### src/pkg/sensor_serial_consts.svh
// Constants of the sensor serial bit interface.
// Assumes a 250 MHz system clock; included by bare name.
`ifndef SENSOR_SERIAL_CONSTS_SVH
`define SENSOR_SERIAL_CONSTS_SVH
`define DEV_ADDR          7'h40
`define CLK_PERIOD_PS     4000
`define POWERUP_WAIT_MS   15
`define POWERUP_CYCLES    ((`POWERUP_WAIT_MS * 64'd1000000000) / `CLK_PERIOD_PS)
`define BITS_PER_BYTE     4'h8
`define FIFO_DEPTH        8
`define BYTE_WIDTH        8
`endif

### src/pkg/sensor_serial_pkg.sv
// Types of the sensor serial bit interface.
// Assumes nothing beyond the constants header.
package sensor_serial_pkg;
    typedef enum logic [2:0] {
        ST_WAKE,
        ST_IDLE,
        ST_RECV,
        ST_ACK,
        ST_SEND,
        ST_MACK,
        ST_IGNORE
    } link_state_t;
endpackage : sensor_serial_pkg

### src/logic/sensor_serial_link.sv
// Two-wire serial slave of the sensor, with its receive FIFO.
// Assumes scl and sda are sampled by clk_in; SCL period well above 8 cycles.
`timescale 1ns/1ps
`default_nettype none
`include "sensor_serial_consts.svh"

module sensor_fifo #(
    parameter int WIDTH = 8,
    parameter int DEPTH = 8
) (
    input  wire logic             clk_in,
    input  wire logic             rst_n_in,
    input  wire logic [WIDTH-1:0] wr_data_in,
    input  wire logic             wr_valid_in,
    output logic                  wr_ready_out,
    output logic      [WIDTH-1:0] rd_data_out,
    output logic                  rd_valid_out,
    input  wire logic             rd_ready_in
);
    localparam int AW = $clog2(DEPTH);
    logic [WIDTH-1:0] mem [DEPTH];
    logic [AW:0]      count_r, count_nxt;
    logic [AW-1:0]    wp_r, wp_nxt, rp_r, rp_nxt;
    logic             push, pop;

    // Honest full and empty from the count
    assign push         = wr_valid_in && (count_r != (AW+1)'(DEPTH));
    assign pop          = rd_ready_in && (count_r != '0);
    assign wr_ready_out = (count_r != (AW+1)'(DEPTH));
    assign rd_valid_out = (count_r != '0);
    assign rd_data_out  = mem[rp_r];

    always_comb begin
        count_nxt = count_r + (AW+1)'(push) - (AW+1)'(pop);
        wp_nxt    = push ? AW'(wp_r + 1'b1) : wp_r;
        rp_nxt    = pop ? AW'(rp_r + 1'b1) : rp_r;
    end

    always_ff @(posedge clk_in or negedge rst_n_in) begin
        if (!rst_n_in) begin
            count_r <= '0;
            wp_r    <= '0;
            rp_r    <= '0;
        end else begin
            count_r <= count_nxt;
            wp_r    <= wp_nxt;
            rp_r    <= rp_nxt;
        end
    end

    // Storage has no reset; it is only read once written
    always_ff @(posedge clk_in) begin
        if (push) begin
            mem[wp_r] <= wr_data_in;
        end
    end
endmodule : sensor_fifo

module sensor_serial_link
    import sensor_serial_pkg::*;
#(
    parameter longint POWERUP_CYCLES = `POWERUP_CYCLES
) (
    input  wire logic       clk_in,
    input  wire logic       rst_n_in,
    input  wire logic       scl_in,
    input  wire logic       sda_in,
    output logic            sda_out,
    output logic            sda_oe_out,
    output logic      [7:0] rx_data_out,
    output logic            rx_valid_out,
    input  wire logic       rx_ready_in,
    input  wire logic [7:0] tx_data_in,
    output logic            tx_take_out,
    output logic            ready_out,
    output logic            busy_out
);
    link_state_t state_r, state_nxt;
    logic [1:0]  scl_sync_r, sda_sync_r;
    logic        scl_d_r, sda_d_r;
    logic [3:0]  bit_r, bit_nxt;
    logic [7:0]  shift_r, shift_nxt;
    logic        oe_r, oe_nxt, take_r, take_nxt, push_r, push_nxt;
    logic [7:0]  push_data_r, push_data_nxt;
    logic [31:0] wake_r, wake_nxt;
    logic        scl_rise, scl_fall, start_c, stop_c, fifo_ready;
    logic        fifo_valid, busy_r, busy_nxt, ready_r, ready_nxt, hdr_r, hdr_nxt;
    logic [7:0]  fifo_data;

    // Two-flop synchronisers; the edge detectors see only stage two
    always_ff @(posedge clk_in or negedge rst_n_in) begin
        if (!rst_n_in) begin
            scl_sync_r <= 2'h3;
            sda_sync_r <= 2'h3;
            scl_d_r    <= 1'b1;
            sda_d_r    <= 1'b1;
        end else begin
            scl_sync_r <= {scl_sync_r[0], scl_in};
            sda_sync_r <= {sda_sync_r[0], sda_in};
            scl_d_r    <= scl_sync_r[1];
            sda_d_r    <= sda_sync_r[1];
        end
    end

    // edge driven only, no timeouts on the serial clock
    assign scl_rise = scl_sync_r[1] && !scl_d_r;
    assign scl_fall = !scl_sync_r[1] && scl_d_r;
    assign start_c  = scl_sync_r[1] && scl_d_r && sda_d_r && !sda_sync_r[1];
    assign stop_c   = scl_sync_r[1] && scl_d_r && !sda_d_r && sda_sync_r[1];

    // Bit-level state machine
    always_comb begin
        state_nxt     = state_r;
        bit_nxt       = bit_r;
        shift_nxt     = shift_r;
        oe_nxt        = oe_r;
        take_nxt      = 1'b0;
        push_nxt      = 1'b0;
        push_data_nxt = push_data_r;
        wake_nxt      = wake_r;
        hdr_nxt       = hdr_r;
        if (state_r == ST_WAKE) begin
            // settle with clock high before accepting anything
            wake_nxt = scl_sync_r[1] ? wake_r + 32'h1 : 32'h0;
            if (longint'(wake_r) >= POWERUP_CYCLES - 1) begin
                state_nxt = ST_IDLE;
            end
        end else if (start_c) begin
            state_nxt = ST_RECV;
            bit_nxt   = 4'h0;
            oe_nxt    = 1'b0;
            hdr_nxt   = 1'b1; // Next byte is the address byte
        end else if (stop_c) begin
            state_nxt = ST_IDLE;
            oe_nxt    = 1'b0;
        end else begin
            unique case (state_r)
                ST_IDLE, ST_IGNORE: begin
                    oe_nxt = 1'b0;
                end
                ST_RECV: begin
                    if (scl_rise) begin
                        shift_nxt = {shift_r[6:0], sda_sync_r[1]};
                        bit_nxt   = bit_r + 4'h1;
                    end else if (scl_fall && bit_r == `BITS_PER_BYTE) begin
                        // header check; ack after eighth fall
                        if (hdr_r && shift_r[7:1] != `DEV_ADDR) begin
                            state_nxt = ST_IGNORE;
                        end else if (!hdr_r && !fifo_ready) begin
                            state_nxt = ST_IGNORE;
                        end else begin
                            state_nxt = ST_ACK;
                            oe_nxt    = 1'b1;
                            if (!hdr_r) begin
                                push_nxt      = 1'b1;
                                push_data_nxt = shift_r;
                            end
                        end
                    end
                end
                ST_ACK, ST_MACK: begin
                    // Host ack keeps a read going; a host nack ends it
                    if (scl_rise && state_r == ST_MACK) begin
                        state_nxt = sda_sync_r[1] ? ST_IGNORE : ST_MACK;
                    end else if (scl_fall) begin
                        bit_nxt = 4'h0;
                        hdr_nxt = 1'b0;
                        if ((hdr_r && shift_r[0]) || state_r == ST_MACK) begin
                            // first read bit set just after the fall
                            state_nxt = ST_SEND;
                            shift_nxt = tx_data_in;
                            take_nxt  = 1'b1;
                            oe_nxt    = !tx_data_in[7];
                        end else begin
                            state_nxt = ST_RECV;
                            oe_nxt    = 1'b0;
                        end
                    end
                end
                ST_SEND: begin
                    if (scl_fall) begin
                        bit_nxt = bit_r + 4'h1;
                        if (bit_r == `BITS_PER_BYTE - 4'h1) begin
                            state_nxt = ST_MACK;
                            oe_nxt    = 1'b0;
                        end else begin
                            // next bit after fall, held a full period
                            shift_nxt = {shift_r[6:0], 1'b0};
                            oe_nxt    = !shift_r[6];
                        end
                    end
                end
                default: begin
                    state_nxt = ST_IDLE;
                end
            endcase
        end
        // Flags taken from the next state so the outputs come from flops
        busy_nxt  = (state_nxt != ST_IDLE) && (state_nxt != ST_WAKE);
        ready_nxt = (state_nxt != ST_WAKE);
    end

    always_ff @(posedge clk_in or negedge rst_n_in) begin
        if (!rst_n_in) begin
            state_r     <= ST_WAKE;
            bit_r       <= 4'h0;
            shift_r     <= 8'h00;
            oe_r        <= 1'b0;
            take_r      <= 1'b0;
            push_r      <= 1'b0;
            push_data_r <= 8'h00;
            wake_r      <= 32'h0;
            hdr_r       <= 1'b0;
            busy_r      <= 1'b0;
            ready_r     <= 1'b0;
        end else begin
            state_r     <= state_nxt;
            bit_r       <= bit_nxt;
            shift_r     <= shift_nxt;
            oe_r        <= oe_nxt;
            take_r      <= take_nxt;
            push_r      <= push_nxt;
            push_data_r <= push_data_nxt;
            wake_r      <= wake_nxt;
            hdr_r       <= hdr_nxt;
            busy_r      <= busy_nxt;
            ready_r     <= ready_nxt;
        end
    end

    // Received bytes wait here; a full FIFO makes the device not acknowledge
    sensor_fifo #(
        .WIDTH (`BYTE_WIDTH),
        .DEPTH (`FIFO_DEPTH)
    ) u_rx_fifo (
        .clk_in       (clk_in),
        .rst_n_in     (rst_n_in),
        .wr_data_in   (push_data_r),
        .wr_valid_in  (push_r),
        .wr_ready_out (fifo_ready),
        .rd_data_out  (fifo_data),
        .rd_valid_out (fifo_valid),
        .rd_ready_in  (rx_ready_in)
    );

    // data driven low only: output fixed low, enable pulls
    assign sda_out      = 1'b0;
    assign sda_oe_out   = oe_r;
    assign tx_take_out  = take_r;
    assign ready_out    = ready_r;
    assign busy_out     = busy_r;
    assign rx_data_out  = fifo_data;
    assign rx_valid_out = fifo_valid;

    // acknowledge held low across the ninth clock
    ack_hold_a: assert property (@(posedge clk_in) disable iff (!rst_n_in)
        (state_r == ST_ACK && !scl_fall) |-> sda_oe_out) else $error("ack not driven");
    // read data stable while clock high
    send_stable_a: assert property (@(posedge clk_in) disable iff (!rst_n_in)
        (state_r == ST_SEND && !scl_fall && !start_c && !stop_c) |=> $stable(sda_oe_out))
        else $error("read bit moved");
    wake_quiet_a: assert property (@(posedge clk_in) disable iff (!rst_n_in)
        (state_r == ST_WAKE) |-> !sda_oe_out && !busy_out) else $error("active during wake");
    low_only_a: assert property (@(posedge clk_in) disable iff (!rst_n_in)
        sda_oe_out |-> !sda_out) else $error("line driven high");
    start_recv_a: assert property (@(posedge clk_in) disable iff (!rst_n_in)
        (start_c && state_r != ST_WAKE) |=> state_r == ST_RECV && bit_r == 4'h0) else $error("start missed");
    stop_idle_a: assert property (@(posedge clk_in) disable iff (!rst_n_in)
        (stop_c && !start_c && state_r != ST_WAKE) |=> state_r == ST_IDLE && !sda_oe_out) else $error("stop missed");
    addr_nack_a: assert property (@(posedge clk_in) disable iff (!rst_n_in)
        (state_r == ST_RECV && hdr_r && scl_fall && bit_r == 4'h8 && shift_r[7:1] != `DEV_ADDR
         && !start_c && !stop_c) |=> !sda_oe_out) else $error("foreign address acked");
    rise_count_a: assert property (@(posedge clk_in) disable iff (!rst_n_in)
        (state_r == ST_RECV && scl_rise && !start_c && !stop_c) |=> bit_r == $past(bit_r) + 4'h1) else $error("bit not sampled");
endmodule : sensor_serial_link

`default_nettype wire

### config.mk
export PLATFORM = sky130hd
export DESIGN_NAME = sensor_serial_link
export DESIGN_NICKNAME = d
export VERILOG_FILES = /design/src/pkg/sensor_serial_pkg.sv /design/src/logic/sensor_serial_link.sv
export VERILOG_INCLUDE_DIRS = /design/src /design/src/pkg
export SDC_FILE = /design/constraint.sdc
export NUM_CORES = 1
export LEC_CHECK = 0
export BUFFER_PORTS_ARGS = -buffer_cell sky130_fd_sc_hd__buf_4
export CAP_MARGIN = 20
export CORE_AREA = 2 2 126 140
export DETAILED_ROUTE_END_ITERATION = 8
export DIE_AREA = 0 0 128 142
export GPL_ROUTABILITY_DRIVEN = 1
export PLACE_DENSITY_LB_ADDON = 0.08
export SYNTH_ARGS = -nofsm -noshare
export SYNTH_HDL_FRONTEND = slang
export SYNTH_HIERARCHICAL = 1
export SYNTH_SLANG_ARGS = --single-unit
### constraint.sdc
create_clock -name clk_in -period 3.7 [get_ports clk_in]
set_clock_uncertainty 0.2 [all_clocks]
set_input_delay 0.37 -clock clk_in [delete_from_list [all_inputs] [get_ports clk_in]]
set_output_delay 0.37 -clock clk_in [all_outputs]
set_load 0.02 [all_outputs]
==> metrics.csv <==
stage,metric,value,unit
yosys,post-synthesis cell type count,65,
hold_path,hold_sp,rx_ready_in,
global_routing,Tot GR Track Use,0.159,
die,Die Footprint,0.0182,mm^2
routing,routed wire length,13.2,mm
die,die width,128,um
yosys,YS warnings,6,
power_and_ir_drop,pwr/cell area,493,mW/mm^2
critical_path,CP bufs+invs,2,
critical_path,CP endpoint kind,output port,
timing,setup TNS,0,ns
cts,Num CTS Buffers,17,
job,Max Cap Violations,0,
timing,worst setup slack after layout,0.967,ns
die,standard-cell rows,50,
timing,fin crit period,2.73,ns
yosys,Synth Register Bits,141,
critical_path,crit path cell chain,buf_4 -> mux4_1 -> mux2_2 -> buf_4,
routing,drt wl/cell,17.5,um
yosys,register area share after synthesis,0.582,
layout,Fill cells,1547,
timing,Max Slew Vio Count,0,
routing,Remaining DRCs,0,
critical_path,CP peak stage delay,0.59,ns
hold_path,Worst Hold End,u_rx_fifo/rp_r[2],
place,DPL Wire Length,8.62,mm
place,post-placement worst setup slack,1.04,ns
cts,Worst-path clk slew,0.06,ns
layout,ant diodes,0,
yosys,number of flops mapped to enable cells by yosys,64,
critical_path,instance count on the critical path,4,
global_routing,global route overflow,0,
cts,worst skew pair latency,0.42,ns
power_and_ir_drop,Tot Pwr,0.00376,W
timing,Max Freq,0.366,GHz
critical_path,crit path kind,register to output port,
global_routing,largest net degree at the start of global routing,78,
die,Die Ht,142,um
cts,CTS tree,yes,
global_routing,vias in the first global route,4151,
critical_path,Crit Path Max Fanout,16,
timing,Slew @ Worst Pin,0.951,ns
timing,Rel. slew slack,0.364,
yosys,"Async S/R FF share, synth",0.546,
routing,drt first pass iters,5,
cts,clock buffer depth,2,
global_routing,initial antenna violation count,0,
routing,vias per cell,5.36,
cts,H-tree depth,4,
die,# IOs,27,
critical_path,r2r setup slk,1.05,ns
timing,Final Hold Fails,0,
power_and_ir_drop,leakage power,2.84,nW
hold_path,Tightest Hold Check Type,input port to register,
yosys,post-synthesis area per instance,13.2,um^2
critical_path,"CP delay by family, top",multiplexers,
timing,WHS,0.0496,ns
yosys,synthesized instance count,502,
die,core area,0.0168,mm^2
cts,Root Buffer Master,clkbuf_16,
yosys,Mapped Area,0.00662,mm^2
layout,layout cells sized above 1,0.214,
routing,DRT iter0 DRCs,244,
status,run status,"finished, final reports clean",
global_routing,global-route wire length before repair,22.0,mm
cts,clk sinks,141,
critical_path,worst r2r path cells,10,
critical_path,Worst Path Arrival,2.16,ns
hold_path,WHS Path Cells,3,
routing,Antenna Nets Post-Route,0,
layout,Area Overhead vs Synth,15.2,%
critical_path,"most used cell, CP",buf_4,
timing,Final Setup Violations,0,
yosys,Mapped Nets,527,
routing,vias,4047,
critical_path,end of the worst register-to-register path,u_rx_fifo/count_r[2],
place,port bufs,25,
layout,nets,559,
power_and_ir_drop,maximum VDD drop,0.279,mV
timing,RSZ-0062 raised after global routing,no,
timing,final period utilization,0.739,
yosys,Main synth FF type,dfrtp_1,
place,GPL Wtd Cong,0.830,
die,Initial Util,0.395,
critical_path,worst r2r src,u_rx_fifo/count_r[2],
critical_path,critical-path cell with the highest stage delay,mux4_1,
critical_path,CP Data Required Time,3.13,ns
critical_path,critical path launch point type,register,
==> state kept, by name (all words and copies together) (netlist names), 2 cells and up <==
signal	flops
bit_r	4
push_data_r	8
scl_sync_r	2
sda_sync_r	2
shift_r	8
state_r	3
u_rx_fifo/count_r	4
u_rx_fifo/mem	64
u_rx_fifo/rp_r	3
u_rx_fifo/wp_r	3
wake_r	32
==> power breakdown <==
group	internal, W	switching (W)
sequential	0.00168	0.0000958
clock	0.000938	0.000689
combinational	0.000188	0.000172
total	0.00280	0.000956
==> cells in the mapped netlist (4+ instances only) <==
library cell	number	area share
nor2b_1	7	0.0066
dfstp_2	6	0.024
mux4_1	16	0.063
o21ai_0	15	0.011
inv_1	12	0.0068
clkbuf_1	8	0.0045
ha_1	11	0.021
nand4_1	17	0.016
nand3_1	20	0.015
buf_2	6	0.0045
a31oi_1	5	0.0047
edfxtp_1	64	0.29
xnor2_1	10	0.013
nor4_1	4	0.0038
xor2_1	22	0.029
nor2_1	40	0.023
nor3_1	10	0.0076
mux2_2	31	0.053
nand2_1	28	0.016
nand2b_1	10	0.0094
a21oi_1	11	0.0083
o31ai_1	4	0.0045
and3_1	11	0.010
dfrtp_1	71	0.27
==> what timing repair did <==
item                      4_1_cts  5_1_grt
hold buffers                    3        0
hold endpoints to repair       73        0
buffers inserted                0        0
resized for setup               0        0
==> area by class of cell <==
| type | instances | area [um^2] | area share |
|---|---|---|---|
| inverters | 12 | 45.0 | 0.00590 |
| repair buffers | 34 | 283 | 0.0370 |
| flip-flops and latches | 141 | 3860 | 0.505 |
| multi-input cells | 328 | 2620 | 0.343 |
| well taps | 208 | 260 | 0.0341 |
| clock inverters | 14 | 138 | 0.0180 |
| clock buffers | 18 | 429 | 0.0562 |
==> worst max path at each step <==
stage,to,startpoint
final,rx_data_out[7],u_rx_fifo/rp_r[0]
after global routing,rx_data_out[7],u_rx_fifo/rp_r[0]
after CTS,rx_data_out[7],u_rx_fifo/rp_r[0]
after detailed placement,u_rx_fifo/count_r[2],u_rx_fifo/count_r[2]
after global placement,u_rx_fifo/count_r[3],u_rx_fifo/count_r[2]
after floorplan,u_rx_fifo/count_r[2],u_rx_fifo/count_r[2]
==> tightest hold or removal path: cells and delay by family <==
family	cells	cell delay [ns]
buffers and inverters	1	0.11
AND/OR/NAND/NOR	1	0.08
XOR/XNOR	1	0.06
==> per-layer routing <==
layer	routed length (um)	GRT usage	vias up
met1	5950	0.201	2018
met2	6690	0.266	65
met4	218	0.0642	0
met5	0	0	-
li1	-	-	1945
met3	373	0.0338	19
==> metrics by stage <==
step	utilization	std cells	cell area (um^2)
after global placement	0.418	719	7010
after floorplan	-	502	6620
after detailed placement	0.418	719	7010
final	0.455	755	7630
after CTS	0.454	754	7600
after global routing	0.455	755	7630
==> cell families after synthesis <==
family | Yosys count | share of synthesized area
AO/OA/AOI/OAI | 63 | 0.0642
XOR/XNOR | 32 | 0.0423
adder cells (fa/ha/maj) | 12 | 0.0238
buffers and inverters | 33 | 0.0251
flip-flops | 141 | 0.582
multiplexers | 51 | 0.123
other | 1 | 0.000566
AND/OR/NAND/NOR | 169 | 0.139
==> cells in the final DEF (no fill, tap or decap), types with 3 or more instances in the layout <==
cell type	netlist	final
nand2b_1	10	10
dlygate4sd3_1	0	3
buf_4	1	30
nor3_2	1	5
dfrtp_1	71	71
inv_1	12	12
dfstp_2	6	6
xnor2_1	10	10
nor4_1	4	4
nor3_1	10	6
inv_6	0	4
o21ai_0	15	15
a31oi_1	5	5
a21oi_1	11	11
nor2_1	40	40
mux4_1	16	16
or3_1	3	3
nand4_1	17	17
mux2_2	31	31
and3_1	11	11
o22ai_1	3	3
nor2b_1	7	7
ha_1	11	11
a21o_1	3	3
nand2_1	28	28
o221ai_1	3	3
o31ai_1	4	4
nand3_1	20	20
clkbuf_16	0	17
xor2_1	22	22
edfxtp_1	64	64
clkinvlp_4	0	4
clkinv_4	0	3
No activity file was read; power rests on OpenSTA's default activity.
